`src/rf_bank_defs.vh`:
```
// rf control register bank: register indices, field positions, reset values and timing counts.
// assumes a 125 MHz ref_clk; byte address on the bus is four times the register index.
`ifndef RF_BANK_DEFS_VH
`define RF_BANK_DEFS_VH

// ----------------------------------------
// register indices
// ----------------------------------------
`define IDX_RX_STATUS 10'h030
`define IDX_CCA_THR 10'h03F
`define IDX_CHAN_RF 10'h200
`define IDX_VCO_OPT 10'h201
`define IDX_PLL_CTL 10'h202
`define IDX_TX_PWR 10'h203
`define IDX_BATT_THR 10'h205
`define IDX_FILT_REC 10'h206
`define IDX_SLP_SEL 10'h207
`define IDX_VCO_CTL 10'h208
`define IDX_CAL_LOW 10'h209
`define IDX_CAL_MID 10'h20A
`define IDX_CAL_HIGH 10'h20B
`define IDX_SLP_DIV 10'h220

// ----------------------------------------
// field positions
// ----------------------------------------
`define CHAN_MSB 7
`define CHAN_LSB 4
`define RADIO_OPTIMISE_FIELD_MSB 3
`define PLL_EN_BIT 7
`define PWR_COARSE_MSB 7
`define PWR_COARSE_LSB 6
`define PWR_FINE_MSB 5
`define PWR_FINE_LSB 3
`define BATT_MSB 7
`define BATT_LSB 4
`define TX_FILTER_CONTROL_BIT 7
`define RECOV_BIT 4
`define BATT_EN_BIT 3
`define SLP_SEL_MSB 7
`define SLP_SEL_LSB 6
`define VCO_CTL_BIT 4
`define CAL_DONE_BIT 7
`define CAL_START_BIT 4
`define SLP_DIV_MSB 4
`define SUPPLY_LOW_BIT 5

// ----------------------------------------
// reset values and encodings
// ----------------------------------------
`define RST_BYTE 8'h00
`define SEL_INT_OSC 2'h2
`define SEL_EXT_OSC 2'h1

// ----------------------------------------
// timing
// ----------------------------------------
`define CLK_PERIOD_NS 6'h08
`define CAL_TICK_NS 6'h32
`define CAL_PERIODS 5'h10

`endif

```
`src/rf_control_register_bank.v`:
```
// rf control register bank: apb slave holding radio, power and sleep clock settings.
// assumes an apb master on ref_clk; modem and oscillator levels arrive from other domains.
`timescale 1ns/1ps
`include "rf_bank_defs.vh"

module rf_control_register_bank (
	// clock and reset
	input wire ref_clk,
	input wire reset,
	// apb slave
	input wire psel,
	input wire penable,
	input wire pwrite,
	input wire [11:0] paddr,
	input wire [31:0] pwdata,
	output reg [31:0] prdata,
	output wire pready,
	output wire pslverr,
	// modem side levels (asynchronous)
	input wire [7:0] signal_strength,
	input wire [8:0] supply_level,
	input wire tx_request,
	input wire rx_request,
	// sleep oscillators (asynchronous)
	input wire int_osc_clk,
	input wire ext_osc_clk,
	// radio controls
	output reg channel_busy,
	output reg tx_enable,
	output reg rx_enable,
	output reg [3:0] channel_code,
	output reg [3:0] radio_optimise_field,
	output reg [7:0] oscillator_optimise_field,
	output reg synth_lock_enable,
	output reg [8:0] tx_atten_tenth_db,
	output reg [8:0] supply_low_threshold_cv,
	output reg supply_low_flag,
	output reg tx_filter_control,
	output reg main_clock_recovery_fast,
	output reg oscillator_control_bit,
	output reg [1:0] sleep_clock_source
);

reg [7:0] cca_thr_r;
reg [7:0] chan_rf_r;
reg [7:0] vco_opt_r;
reg [7:0] pll_ctl_r;
reg [7:0] tx_pwr_r;
reg [7:0] batt_thr_r;
reg [7:0] filt_rec_r;
reg [7:0] slp_sel_r;
reg [7:0] vco_ctl_r;
reg [7:0] slp_div_r;
reg cal_start_r;
reg [7:0] rdata_nxt;
reg hit_nxt;
reg hit_r;
reg [7:0] ss_meta_r;
reg [7:0] ss_sync_r;
reg [8:0] sup_meta_r;
reg [8:0] sup_sync_r;
reg [1:0] req_meta_r;
reg [1:0] req_sync_r;
reg [7:0] ss_prev_r;
reg [7:0] ss_hold_r;
reg [8:0] sup_prev_r;
reg [8:0] sup_hold_r;
wire [1:0] osc_raw;
wire [1:0] osc_sync;
wire [9:0] idx;
wire aligned;
wire wr_en;
wire setup;
wire slp_level;
wire [19:0] cal_count;
wire cal_done;
wire [8:0] thr_cv;

// ----------------------------------------
// helpers
// ----------------------------------------
function [8:0] fine_tenths;
	input [2:0] code;
	begin
		case (code)
		3'd0: fine_tenths = 9'd0;
		3'd1: fine_tenths = 9'd5;
		3'd2: fine_tenths = 9'd12;
		3'd3: fine_tenths = 9'd19;
		3'd4: fine_tenths = 9'd28;
		3'd5: fine_tenths = 9'd37;
		3'd6: fine_tenths = 9'd49;
		default: fine_tenths = 9'd63;
		endcase
	end
endfunction

// supply threshold in units of 10 mV; zero marks an undefined code
function [8:0] supply_cv;
	input [3:0] code;
	begin
		case (code)
		4'h7: supply_cv = 9'd250;
		4'h8: supply_cv = 9'd260;
		4'h9: supply_cv = 9'd270;
		4'hA: supply_cv = 9'd280;
		4'hB: supply_cv = 9'd310;
		4'hC: supply_cv = 9'd320;
		4'hD: supply_cv = 9'd330;
		4'hE: supply_cv = 9'd350;
		default: supply_cv = 9'd0;
		endcase
	end
endfunction

// ----------------------------------------
// input synchronisers
// ----------------------------------------
assign osc_raw = {ext_osc_clk, int_osc_clk};

genvar g;
generate
	for (g = 0; g < 2; g = g + 1) begin : osc_sync_gen
		reg meta_r;
		reg sync_r;
		always @(posedge ref_clk or posedge reset) begin
			if (reset) begin
				meta_r <= 1'b0;
				sync_r <= 1'b0;
			end else begin
				meta_r <= osc_raw[g];
				sync_r <= meta_r;
			end
		end
		assign osc_sync[g] = sync_r;
	end
endgenerate

// multi-bit levels are assumed to move slowly against ref_clk
always @(posedge ref_clk or posedge reset) begin
	if (reset) begin
		ss_meta_r <= 8'h00;
		ss_sync_r <= 8'h00;
		sup_meta_r <= 9'h000;
		sup_sync_r <= 9'h000;
		req_meta_r <= 2'h0;
		req_sync_r <= 2'h0;
	end else begin
		ss_meta_r <= signal_strength;
		ss_sync_r <= ss_meta_r;
		sup_meta_r <= supply_level;
		sup_sync_r <= sup_meta_r;
		req_meta_r <= {rx_request, tx_request};
		req_sync_r <= req_meta_r;
	end
end

// ----------------------------------------
// level word filter
// ----------------------------------------
// a word is taken only once two samples agree, so a
// level caught between bit changes never reaches a compare
always @(posedge ref_clk or posedge reset) begin
	if (reset) begin
		ss_prev_r <= 8'h00;
		ss_hold_r <= 8'h00;
		sup_prev_r <= 9'h000;
		sup_hold_r <= 9'h000;
	end else begin
		ss_prev_r <= ss_sync_r;
		sup_prev_r <= sup_sync_r;
		if (ss_sync_r == ss_prev_r)
			ss_hold_r <= ss_sync_r;
		if (sup_sync_r == sup_prev_r)
			sup_hold_r <= sup_sync_r;
	end
end

// ----------------------------------------
// apb decode
// ----------------------------------------
assign idx = paddr[11:2];
assign aligned = (paddr[1:0] == 2'h0);
assign setup = psel & ~penable;
assign wr_en = psel & penable & pwrite & hit_r;
// zero wait states: read data is captured in the setup cycle
assign pready = 1'b1;
assign pslverr = psel & penable & ~hit_r;

always @* begin
	rdata_nxt = 8'h00;
	hit_nxt = aligned;
	case (idx)
	`IDX_RX_STATUS: rdata_nxt[`SUPPLY_LOW_BIT] = supply_low_flag;
	`IDX_CCA_THR: rdata_nxt = cca_thr_r;
	`IDX_CHAN_RF: rdata_nxt = chan_rf_r;
	`IDX_VCO_OPT: rdata_nxt = vco_opt_r;
	`IDX_PLL_CTL: rdata_nxt = pll_ctl_r;
	`IDX_TX_PWR: rdata_nxt = tx_pwr_r;
	`IDX_BATT_THR: rdata_nxt = batt_thr_r;
	`IDX_FILT_REC: rdata_nxt = filt_rec_r;
	`IDX_SLP_SEL: rdata_nxt = slp_sel_r;
	`IDX_VCO_CTL: rdata_nxt = vco_ctl_r;
	`IDX_CAL_LOW: rdata_nxt = cal_count[7:0];
	`IDX_CAL_MID: rdata_nxt = cal_count[15:8];
	`IDX_CAL_HIGH: rdata_nxt = {cal_done, 2'h0, cal_start_r, cal_count[19:16]};
	`IDX_SLP_DIV: rdata_nxt = slp_div_r;
	default: hit_nxt = 1'b0;
	endcase
	if (!aligned)
		rdata_nxt = 8'h00;
end

always @(posedge ref_clk or posedge reset) begin
	if (reset) begin
		prdata <= 32'h0;
		hit_r <= 1'b0;
	end else if (setup) begin
		prdata <= {24'h0, rdata_nxt};
		hit_r <= hit_nxt;
	end
end

// ----------------------------------------
// control registers
// ----------------------------------------
always @(posedge ref_clk or posedge reset) begin
	if (reset) begin
		cca_thr_r <= `RST_BYTE;
		chan_rf_r <= `RST_BYTE;
		vco_opt_r <= `RST_BYTE;
		pll_ctl_r <= `RST_BYTE;
		tx_pwr_r <= `RST_BYTE;
		batt_thr_r <= `RST_BYTE;
		filt_rec_r <= `RST_BYTE;
		slp_sel_r <= `RST_BYTE;
		vco_ctl_r <= `RST_BYTE;
		slp_div_r <= `RST_BYTE;
		cal_start_r <= 1'b0;
	end else begin
		cal_start_r <= 1'b0;
		if (wr_en) begin
			case (idx)
			`IDX_CCA_THR: cca_thr_r <= pwdata[7:0];
			`IDX_CHAN_RF: chan_rf_r <= pwdata[7:0];
			`IDX_VCO_OPT: vco_opt_r <= pwdata[7:0];
			`IDX_PLL_CTL: pll_ctl_r <= pwdata[7:0];
			`IDX_TX_PWR: tx_pwr_r <= pwdata[7:0];
			`IDX_BATT_THR: batt_thr_r <= pwdata[7:0];
			`IDX_FILT_REC: filt_rec_r <= pwdata[7:0];
			`IDX_SLP_SEL: slp_sel_r <= pwdata[7:0];
			`IDX_VCO_CTL: vco_ctl_r <= pwdata[7:0];
			`IDX_SLP_DIV: slp_div_r <= pwdata[7:0];
			`IDX_CAL_HIGH: cal_start_r <= pwdata[`CAL_START_BIT];
			default: cal_start_r <= 1'b0; // count bytes are read only
			endcase
		end
	end
end

// ----------------------------------------
// radio side outputs
// ----------------------------------------
assign thr_cv = supply_cv(batt_thr_r[`BATT_MSB:`BATT_LSB]);

always @(posedge ref_clk or posedge reset) begin
	if (reset) begin
		channel_busy <= 1'b0;
		tx_enable <= 1'b0;
		rx_enable <= 1'b0;
		channel_code <= 4'h0;
		radio_optimise_field <= 4'h0;
		oscillator_optimise_field <= 8'h00;
		synth_lock_enable <= 1'b0;
		tx_atten_tenth_db <= 9'h000;
		supply_low_threshold_cv <= 9'h000;
		supply_low_flag <= 1'b0;
		tx_filter_control <= 1'b0;
		main_clock_recovery_fast <= 1'b0;
		oscillator_control_bit <= 1'b0;
		sleep_clock_source <= 2'h0;
	end else begin
		channel_busy <= (ss_hold_r > cca_thr_r);
		synth_lock_enable <= pll_ctl_r[`PLL_EN_BIT];
		tx_enable <= req_sync_r[0] & pll_ctl_r[`PLL_EN_BIT];
		rx_enable <= req_sync_r[1] & pll_ctl_r[`PLL_EN_BIT];
		channel_code <= chan_rf_r[`CHAN_MSB:`CHAN_LSB];
		radio_optimise_field <= chan_rf_r[`RADIO_OPTIMISE_FIELD_MSB:0];
		oscillator_optimise_field <= vco_opt_r;
		// coarse steps are 10 dB, i.e. 100 tenths
		tx_atten_tenth_db <= 9'd100 * {7'h0, tx_pwr_r[`PWR_COARSE_MSB:`PWR_COARSE_LSB]}
			+ fine_tenths(tx_pwr_r[`PWR_FINE_MSB:`PWR_FINE_LSB]);
		supply_low_threshold_cv <= thr_cv;
		// undefined threshold codes never raise the flag
		supply_low_flag <= filt_rec_r[`BATT_EN_BIT] && (thr_cv != 9'd0)
			&& (sup_hold_r < thr_cv);
		tx_filter_control <= filt_rec_r[`TX_FILTER_CONTROL_BIT];
		main_clock_recovery_fast <= filt_rec_r[`RECOV_BIT];
		oscillator_control_bit <= vco_ctl_r[`VCO_CTL_BIT];
		sleep_clock_source <= slp_sel_r[`SLP_SEL_MSB:`SLP_SEL_LSB];
	end
end

// ----------------------------------------
// sleep clock calibration
// ----------------------------------------
// codes other than the two sources select no clock, so no edges arrive
assign slp_level = (sleep_clock_source == `SEL_INT_OSC) ? osc_sync[0] :
	(sleep_clock_source == `SEL_EXT_OSC) ? osc_sync[1] : 1'b0;

sleep_cal_counter u_cal (
	.ref_clk(ref_clk),
	.reset(reset),
	.slp_level(slp_level),
	.divisor(slp_div_r[`SLP_DIV_MSB:0]),
	.start(cal_start_r),
	.count_r(cal_count),
	.done_r(cal_done)
);

endmodule

```
`src/sleep_cal_counter.v`:
```
// sleep clock calibration: divides the chosen sleep clock and counts 50 ns ticks over 16 periods.
// assumes slp_level is already synchronised to ref_clk.
`timescale 1ns/1ps
`include "rf_bank_defs.vh"

module sleep_cal_counter (
	// clock and reset
	input wire ref_clk,
	input wire reset,
	// control
	input wire slp_level,
	input wire [4:0] divisor,
	input wire start,
	// result
	output reg [19:0] count_r,
	output reg done_r
);

localparam ST_IDLE = 2'd0;
localparam ST_ARM = 2'd1;
localparam ST_COUNT = 2'd2;
localparam [5:0] STEP = `CLK_PERIOD_NS;
localparam [5:0] TICK = `CAL_TICK_NS;
localparam [4:0] LAST_FULL = `CAL_PERIODS - 5'h01;
localparam [3:0] LAST_PERIOD = LAST_FULL[3:0];

reg [1:0] state_r;
reg slp_prev_r;
reg [31:0] div_cnt_r;
reg [5:0] acc_r;
reg [3:0] periods_r;
reg [19:0] run_r;
wire src_edge;
wire [31:0] div_mask;
wire div_edge;
wire [5:0] acc_sum;
wire tick;
wire finish;
wire [19:0] final_count;

// ----------------------------------------
// divided sleep clock
// ----------------------------------------
assign src_edge = slp_level & ~slp_prev_r;
assign div_mask = (32'h1 << divisor) - 32'h1;
assign div_edge = src_edge && (div_cnt_r == div_mask);

// 8 ns clock cannot count 50 ns exactly; a fractional accumulator averages it
assign acc_sum = acc_r + STEP;
assign tick = (acc_sum >= TICK);
// last divided edge of the sixteenth period closes the count
assign finish = (state_r == ST_COUNT) && div_edge && (periods_r == LAST_PERIOD);
assign final_count = run_r + {19'h0, tick};

always @(posedge ref_clk or posedge reset) begin
	if (reset) begin
		slp_prev_r <= 1'b0;
		div_cnt_r <= 32'h0;
	end else begin
		slp_prev_r <= slp_level;
		if (div_edge)
			div_cnt_r <= 32'h0;
		else if (src_edge)
			div_cnt_r <= div_cnt_r + 32'h1;
	end
end

// ----------------------------------------
// measurement sequence
// ----------------------------------------
always @(posedge ref_clk or posedge reset) begin
	if (reset) begin
		state_r <= ST_IDLE;
		acc_r <= 6'h0;
		periods_r <= 4'h0;
		run_r <= 20'h0;
		count_r <= 20'h0;
		done_r <= 1'b0;
	end else if (start) begin
		state_r <= ST_ARM;
		// a count closing as a restart lands still counts: the set wins
		if (finish) begin
			count_r <= final_count;
			done_r <= 1'b1;
		end else begin
			done_r <= 1'b0;
		end
	end else begin
		case (state_r)
		ST_IDLE: begin
			state_r <= ST_IDLE;
		end
		ST_ARM: begin
			if (div_edge) begin
				state_r <= ST_COUNT;
				acc_r <= 6'h0;
				periods_r <= 4'h0;
				run_r <= 20'h0;
			end
		end
		ST_COUNT: begin
			acc_r <= tick ? (acc_sum - TICK) : acc_sum;
			if (tick && run_r != 20'hFFFFF)
				run_r <= run_r + 20'h1;
			if (div_edge)
				periods_r <= periods_r + 4'h1;
			if (finish) begin
				count_r <= final_count;
				done_r <= 1'b1;
				state_r <= ST_IDLE;
			end
		end
		default: begin
			state_r <= ST_IDLE;
		end
		endcase
	end
end

endmodule

```
`config.mk`:
```
export PLATFORM = sky130hd
export DESIGN_NAME = rf_control_register_bank
export DESIGN_NICKNAME = d
export VERILOG_FILES = /design/src/rf_control_register_bank.v /design/src/sleep_cal_counter.v
export VERILOG_INCLUDE_DIRS = /design/src
export SDC_FILE = /design/constraint.sdc
export NUM_CORES = 1
export LEC_CHECK = 0
export BUFFER_PORTS_ARGS = -buffer_cell sky130_fd_sc_hd__clkbuf_2
export CAP_MARGIN = 20
export CORE_MARGIN = 2
export CORE_UTILIZATION = 30
export DETAILED_ROUTE_END_ITERATION = 10
export PLACE_DENSITY_LB_ADDON = 0.05
export SETUP_SLACK_MARGIN = 0.02
export SYNTH_ARGS = -nofsm -noshare
export SYNTH_HDL_FRONTEND = slang
export SYNTH_SLANG_ARGS = --single-unit
```
`constraint.sdc`:
```
create_clock -name ref_clk -period 28.5 [get_ports ref_clk]
set_input_delay 2.85 -clock ref_clk [delete_from_list [all_inputs] [get_ports ref_clk]]
set_output_delay 2.85 -clock ref_clk [all_outputs]
set_load 0.005 [all_outputs]
```
Yosys cells after proc, flatten, opt, wreduce, memory -nomap -nowiden. Memories as Yosys holds them, arrays and structs flattened. Cells that the tools add are included.

Logic and storage cells: 170. ROM bits: 128. Bits in registers: 296. Memories: 1.

Memory list: (name not given) (words 16, width 8, rd ports 1, clocked after memory_dff 0, wr ports 0, RTL line rf_control_register_bank.v:102) `case (code)`.

Multiply operators: 1. Magnitude comparators: 3. Multiplexer cells: 32. Equal/unequal tests: 34. Reduce and logical (&&, ||, !) cells: 29. Shift-type cells: 1. $add $sub $neg: 8. Bitwise logic cells: 12.

Operators with widths (number): 10-bit equality test (second input constant) (12); 20-bit 2-to-1 mux (5); 5-bit one-hot mux with 13 select lines (1); 32-bit 2-to-1 mux (2); 6-bit one-hot mux with 7 select lines (1); 20-bit one-hot mux with 2 select lines (1); 32-bit by 1-bit adder with 32-bit output (second input constant) (1); 32-bit equality test (1); 1-bit by 5-bit << shifter with 32-bit output (first input constant) (1); 32-bit by 1-bit subtractor with 32-bit output (second input constant) (1); 2-bit one-hot mux with 13 select lines (1); 2-bit AND reduction (12); 20-bit by 1-bit adder with 20-bit output (1); 20-bit by 1-bit adder with 20-bit output (second input constant) (1); 10-bit by 6-bit equality test with 1-bit output (second input constant) (2); 20-bit != test (second input constant) (1); 14-bit OR reduction (1); 1-bit one-hot mux with 13 select lines (1); 6-bit 2-to-1 mux (2); 6-bit one-hot mux with 2 select lines (1); 9-bit adder (1); 3-bit equality test (second input constant) (3); 9-bit equality test (1); 9-bit < comparator (1); 30 further kinds (65).

Longest topological paths before layout.
Word-level depth: 10. Gate-level depth with buffers: 17. Depth with buffers taken out: 12.

Hierarchy. Synthesis repeated with hierarchy kept, for this count alone.

Cell total of the unflattened synthesis: 1387. Area total of the unflattened synthesis: 15095.7 sq um.

Modules (own cells, without submodules): rf_control_register_bank (cells an instance 697, area an instance 9132.5 sq um, instances 1); sleep_cal_counter (cells an instance 690, area an instance 5963.2 sq um, instances 1).

Worst setup path after synthesis. OpenSTA, ideal clock, no wires.

Kind: input -> output. Start point: input port penable. End point: output port pslverr. Stages: 2. Arrival time: 3032 ps. Slack: 22618 ps. Path through: nand2_1 nor2_1.

Word-level cells in the longest chain between the ends: 2.

RTL lines: from (decl) (RTL line rf_control_register_bank.v:12) `input wire penable,`; 1-bit AND (2 in a row) (RTL line rf_control_register_bank.v:188) `assign pslverr = psel & penable & ~hit_r;`; to (decl) (RTL line rf_control_register_bank.v:18) `output wire pslverr,`.

No other way between the ends.

Final worst setup path.
Start point: input port psel. End point: output port pslverr.

Word-level cells in the longest chain between the ends: 2.

RTL lines: from (decl) (RTL line rf_control_register_bank.v:11) `input wire psel,`; 1-bit AND (2 in a row) (RTL line rf_control_register_bank.v:188).

No other way between the ends.

==> flow_metrics.env <==
export IMPL_outcome="complete, no violations"
export IMPL_crit_required_ns=25.65
export IMPL_cts_resized=0
export IMPL_synthCells=1361
export IMPL_fin_cells=2081
export IMPL_fin_area_um2=16800
export IMPL_period_share_pct=21.4
export IMPL_cts_sinks=293
export IMPL_avgSynthCellArea_um2=10.8
export IMPL_gp_congestion=0.832
export IMPL_hpwl_um=29000
export IMPL_hold_class="flip-flop to flip-flop"
export IMPL_met1_usage_pct=24.0
export IMPL_cpLargestDelayFamily="buffers and inverters"
export IMPL_drt_wl_total_um=41700
export IMPL_synth_seq_cells=293
export IMPL_core_um2=47900
export IMPL_slew_headroom_pct=39.4
export IMPL_grt_pass1_wl_um=65600
export IMPL_max_freq_mhz=164
export IMPL_setup_viol=0
export IMPL_yosysWarningCount=0
export IMPL_cts_setup_buffers=0
export IMPL_hold_buffers=0
export IMPL_grtUsageTotal_pct=16.8
export IMPL_cts_htree_levels=2
export IMPL_dp_cells=2016
export IMPL_grt_busiest_layer="met2"
export IMPL_hold_start="sup_meta_r[2]$_DFF_PP0_"
export IMPL_endpoint_kind="output port"
export IMPL_syn_area_um2=14700
export IMPL_period_needed_ns=6.11
export IMPL_synth_ff_type="dfrtp_1"
export IMPL_dieArea_um2=50600
export IMPL_drt_iter0_drc=648
export IMPL_postRouteAntennaNets=0
export IMPL_grt_met3_usage_pct=2.43
export IMPL_ys_types=98
export IMPL_critPathLaunch="psel"
export IMPL_via_count=10600
export IMPL_cts_tree="yes"
export IMPL_dr_pass1_iters=5
export IMPL_gr_total_overflow=0
export IMPL_cp_endpoint="pslverr"
export IMPL_arrival_ns=3.26
export IMPL_global_route_usage_met2_pct=26.3
export IMPL_r2r_start="slp_div_r[4]$_DFFE_PP0P_"
export IMPL_cp_start_kind="input port"
export IMPL_clockRootBuffer="clkbuf_16"
export IMPL_skew_ns=0.0105
export IMPL_criticalPathCategory="input port to output port"
export IMPL_cp_num_cells=4
export IMPL_cts_buffer_depth=3
export IMPL_via_per_inst=5.11
export IMPL_io_buffers=97
export IMPL_max_cap_viol_count=0
export IMPL_synth_edf_count=0
export IMPL_rr_worst_depth=14
export IMPL_wl_per_cell_um=20.0
export IMPL_final_fill_count=4846
export IMPL_chipHeight_um=225
export IMPL_place_area_um2=15500
export IMPL_synth_top_cell_area_share_pct=50.0
export IMPL_ir_drop_mv=0.0391
export IMPL_cp_num_buf_inv=2
export IMPL_hold_viol=0
export IMPL_powerDensity_nw_per_um2=55.9
export IMPL_yosysMostFrequentCell="dfrtp_1"
export IMPL_leakagePower_nw=7.83
export IMPL_synth_area_leaders="dfrtp_1, mux2_2, ha_1"
export IMPL_cpPeakStageDelay_ns=0.12
export IMPL_tns_ns=0
export IMPL_die_width_um=225
export IMPL_r2r_end="u_cal.run_r[16]$_DFFE_PP0P_"
export IMPL_crit_top_cell="clkbuf_2"
export IMPL_fin_ws_ns=22.39
export IMPL_critical_path_cell_chain="clkbuf_2 > nand2_1 > nor2_1 > clkbuf_2"
export IMPL_drc=0
export IMPL_rows=80
export IMPL_clk_pin_slew_worst_paths_ns=0.05
export IMPL_crit_fanout=3
export IMPL_grt_pass1_vias=10700
export IMPL_dpl_worst_slack_ns=22.38
export IMPL_antenna_found_initial=1
export IMPL_grt_max_degree=99
export IMPL_async_reset_ff_share_pct=100
export IMPL_fin_nets=1548
export IMPL_synth_top_area_cell="dfrtp_1"
export IMPL_reg2reg_setup_slack_ns=23.22
export IMPL_cts_made_buffers=37
export IMPL_tightest_slew_ns=0.905
export IMPL_ys_seq_area_share_pct=50.0
export IMPL_final_max_slew_viol_count=0
export IMPL_synthTopCellsByCount="dfrtp_1, nor2_1, nand2_1, mux2_2, o21ai_0"
export IMPL_num_io_pins=148
export IMPL_cp_slowest_cell="clkbuf_2"
export IMPL_initial_utilization_pct=30.6
export IMPL_clk_latency_ns=0.54
export IMPL_rsz0062_at_grt="no"
export IMPL_drive_above_1_share_pct=20.6
export IMPL_area_growth_pct=14.7
==> through the flow <==
| stage | utilization, % | hold WS [ns] | power, mW |
|---|---|---|---|
| finish | 35.1 | 0.344 | 0.939 |
| global route | 35.1 | 0.338 | 0.978 |
| CTS | 35.1 | 0.343 | 0.960 |
| detailed placement | 32.4 | 0.335 | 0.461 |
| global placement | 32.4 | 0.334 | 0.461 |
| floorplan | - | 0.331 | 0.452 |
==> cell families after synthesis <==
family	Yosys count	share of synthesized area [%]
buf+inv	153	5.56
simple gates	435	15.7
other cells	2	0.0512
fa+ha+maj	38	3.30
compound gates	265	13.2
xor+xnor	82	5.09
mux	93	7.15
flops	293	50.0
==> where the power goes <==
group	switching, mW	internal, mW	leakage, nW	total, mW
clock	0.188	0.299	0.623	0.487
sequential	0.00390	0.423	3.88	0.427
combinational	0.0176	0.00810	3.32	0.0257
total	0.209	0.730	7.83	0.939
==> registers in the layout, indices dropped and copies added, names as in the netlist, 9 cells and up <==
register / count
sup_meta_r: 9
sup_prev_r: 9
sup_sync_r: 9
tx_atten_tenth_db: 9
u_cal.count_r: 20
u_cal.div_cnt_r: 32
u_cal.run_r: 20
==> worst register-to-register path: stages, from the launching register on <==
cell and delay (ns):
dfrtp_1 0.35, buf_4 0.29, nor4_4 0.69, nand2_1 0.14
ha_1 0.21, buf_4 0.24, or4b_1 0.39, nand3_1 0.14
a31oi_1 0.18, xor2_1 0.22, nand4_1 0.51, o31ai_4 0.39
buf_4 0.38, and2_1 0.77, a32o_1 0.29
==> routing by layer <==
metal / vias to the layer above / wire, µm / part of all wire (%)
met3: 55 / 1480 / 3.5
met5: - / 0 / 0
met4: 0 / 942 / 2.3
met1: 5349 / 20000 / 48
li1: 5017 / - / -
met2: 214 / 19300 / 46
==> worst min path at each step <==
stage	endpoint	cells after the start	slack (ns)
after floorplan	osc_sync_gen[0].sync_r$_DFF_PP0_	0	0.33
after CTS	sup_sync_r[2]$_DFF_PP0_	0	0.34
after global placement	sup_sync_r[0]$_DFF_PP0_	0	0.33
after detailed placement	req_sync_r[0]$_DFF_PP0_	0	0.33
final	sup_sync_r[2]$_DFF_PP0_	0	0.34
after global routing	sup_sync_r[2]$_DFF_PP0_	0	0.34
==> area by class of cell <==
cell class	count	area (µm²)	area share, %
Antenna cell	1	2.50	0.0149
Clock buffer	49	1060	6.32
Clock inverter	15	200	1.19
Inverter	54	210	1.25
Multi-Input combinational cell	939	6620	39.3
Sequential cell	293	7330	43.6
Tap cell	615	769	4.58
Timing Repair Buffer	115	621	3.69
==> placed cells by master, fill, tap and decap left out, types with 7 or more instances in the layout <==
cell type and count:
a22oi_1 21, nand2_1 106, nor2b_1 13, nand3_1 37, nand2b_1 13, dfrtp_1 293
o21a_1 7, and3_1 10, xnor2_1 32, ha_1 37, inv_1 52, a21boi_0 8
buf_4 18, nor3_1 22, conb_1 26, a21oi_1 44, nor2_1 108, a21o_1 10
clkbuf_16 38, o21ai_0 55, a31oi_1 9, and2_1 12, clkbuf_2 97, or3_1 9
o211ai_1 10, a32o_1 10, nor4_1 14, a22o_1 8, xor2_1 48, clkbuf_8 7
nand4_1 35, mux2_2 89, a222oi_1 11
(Power assumes the default switching activity.)
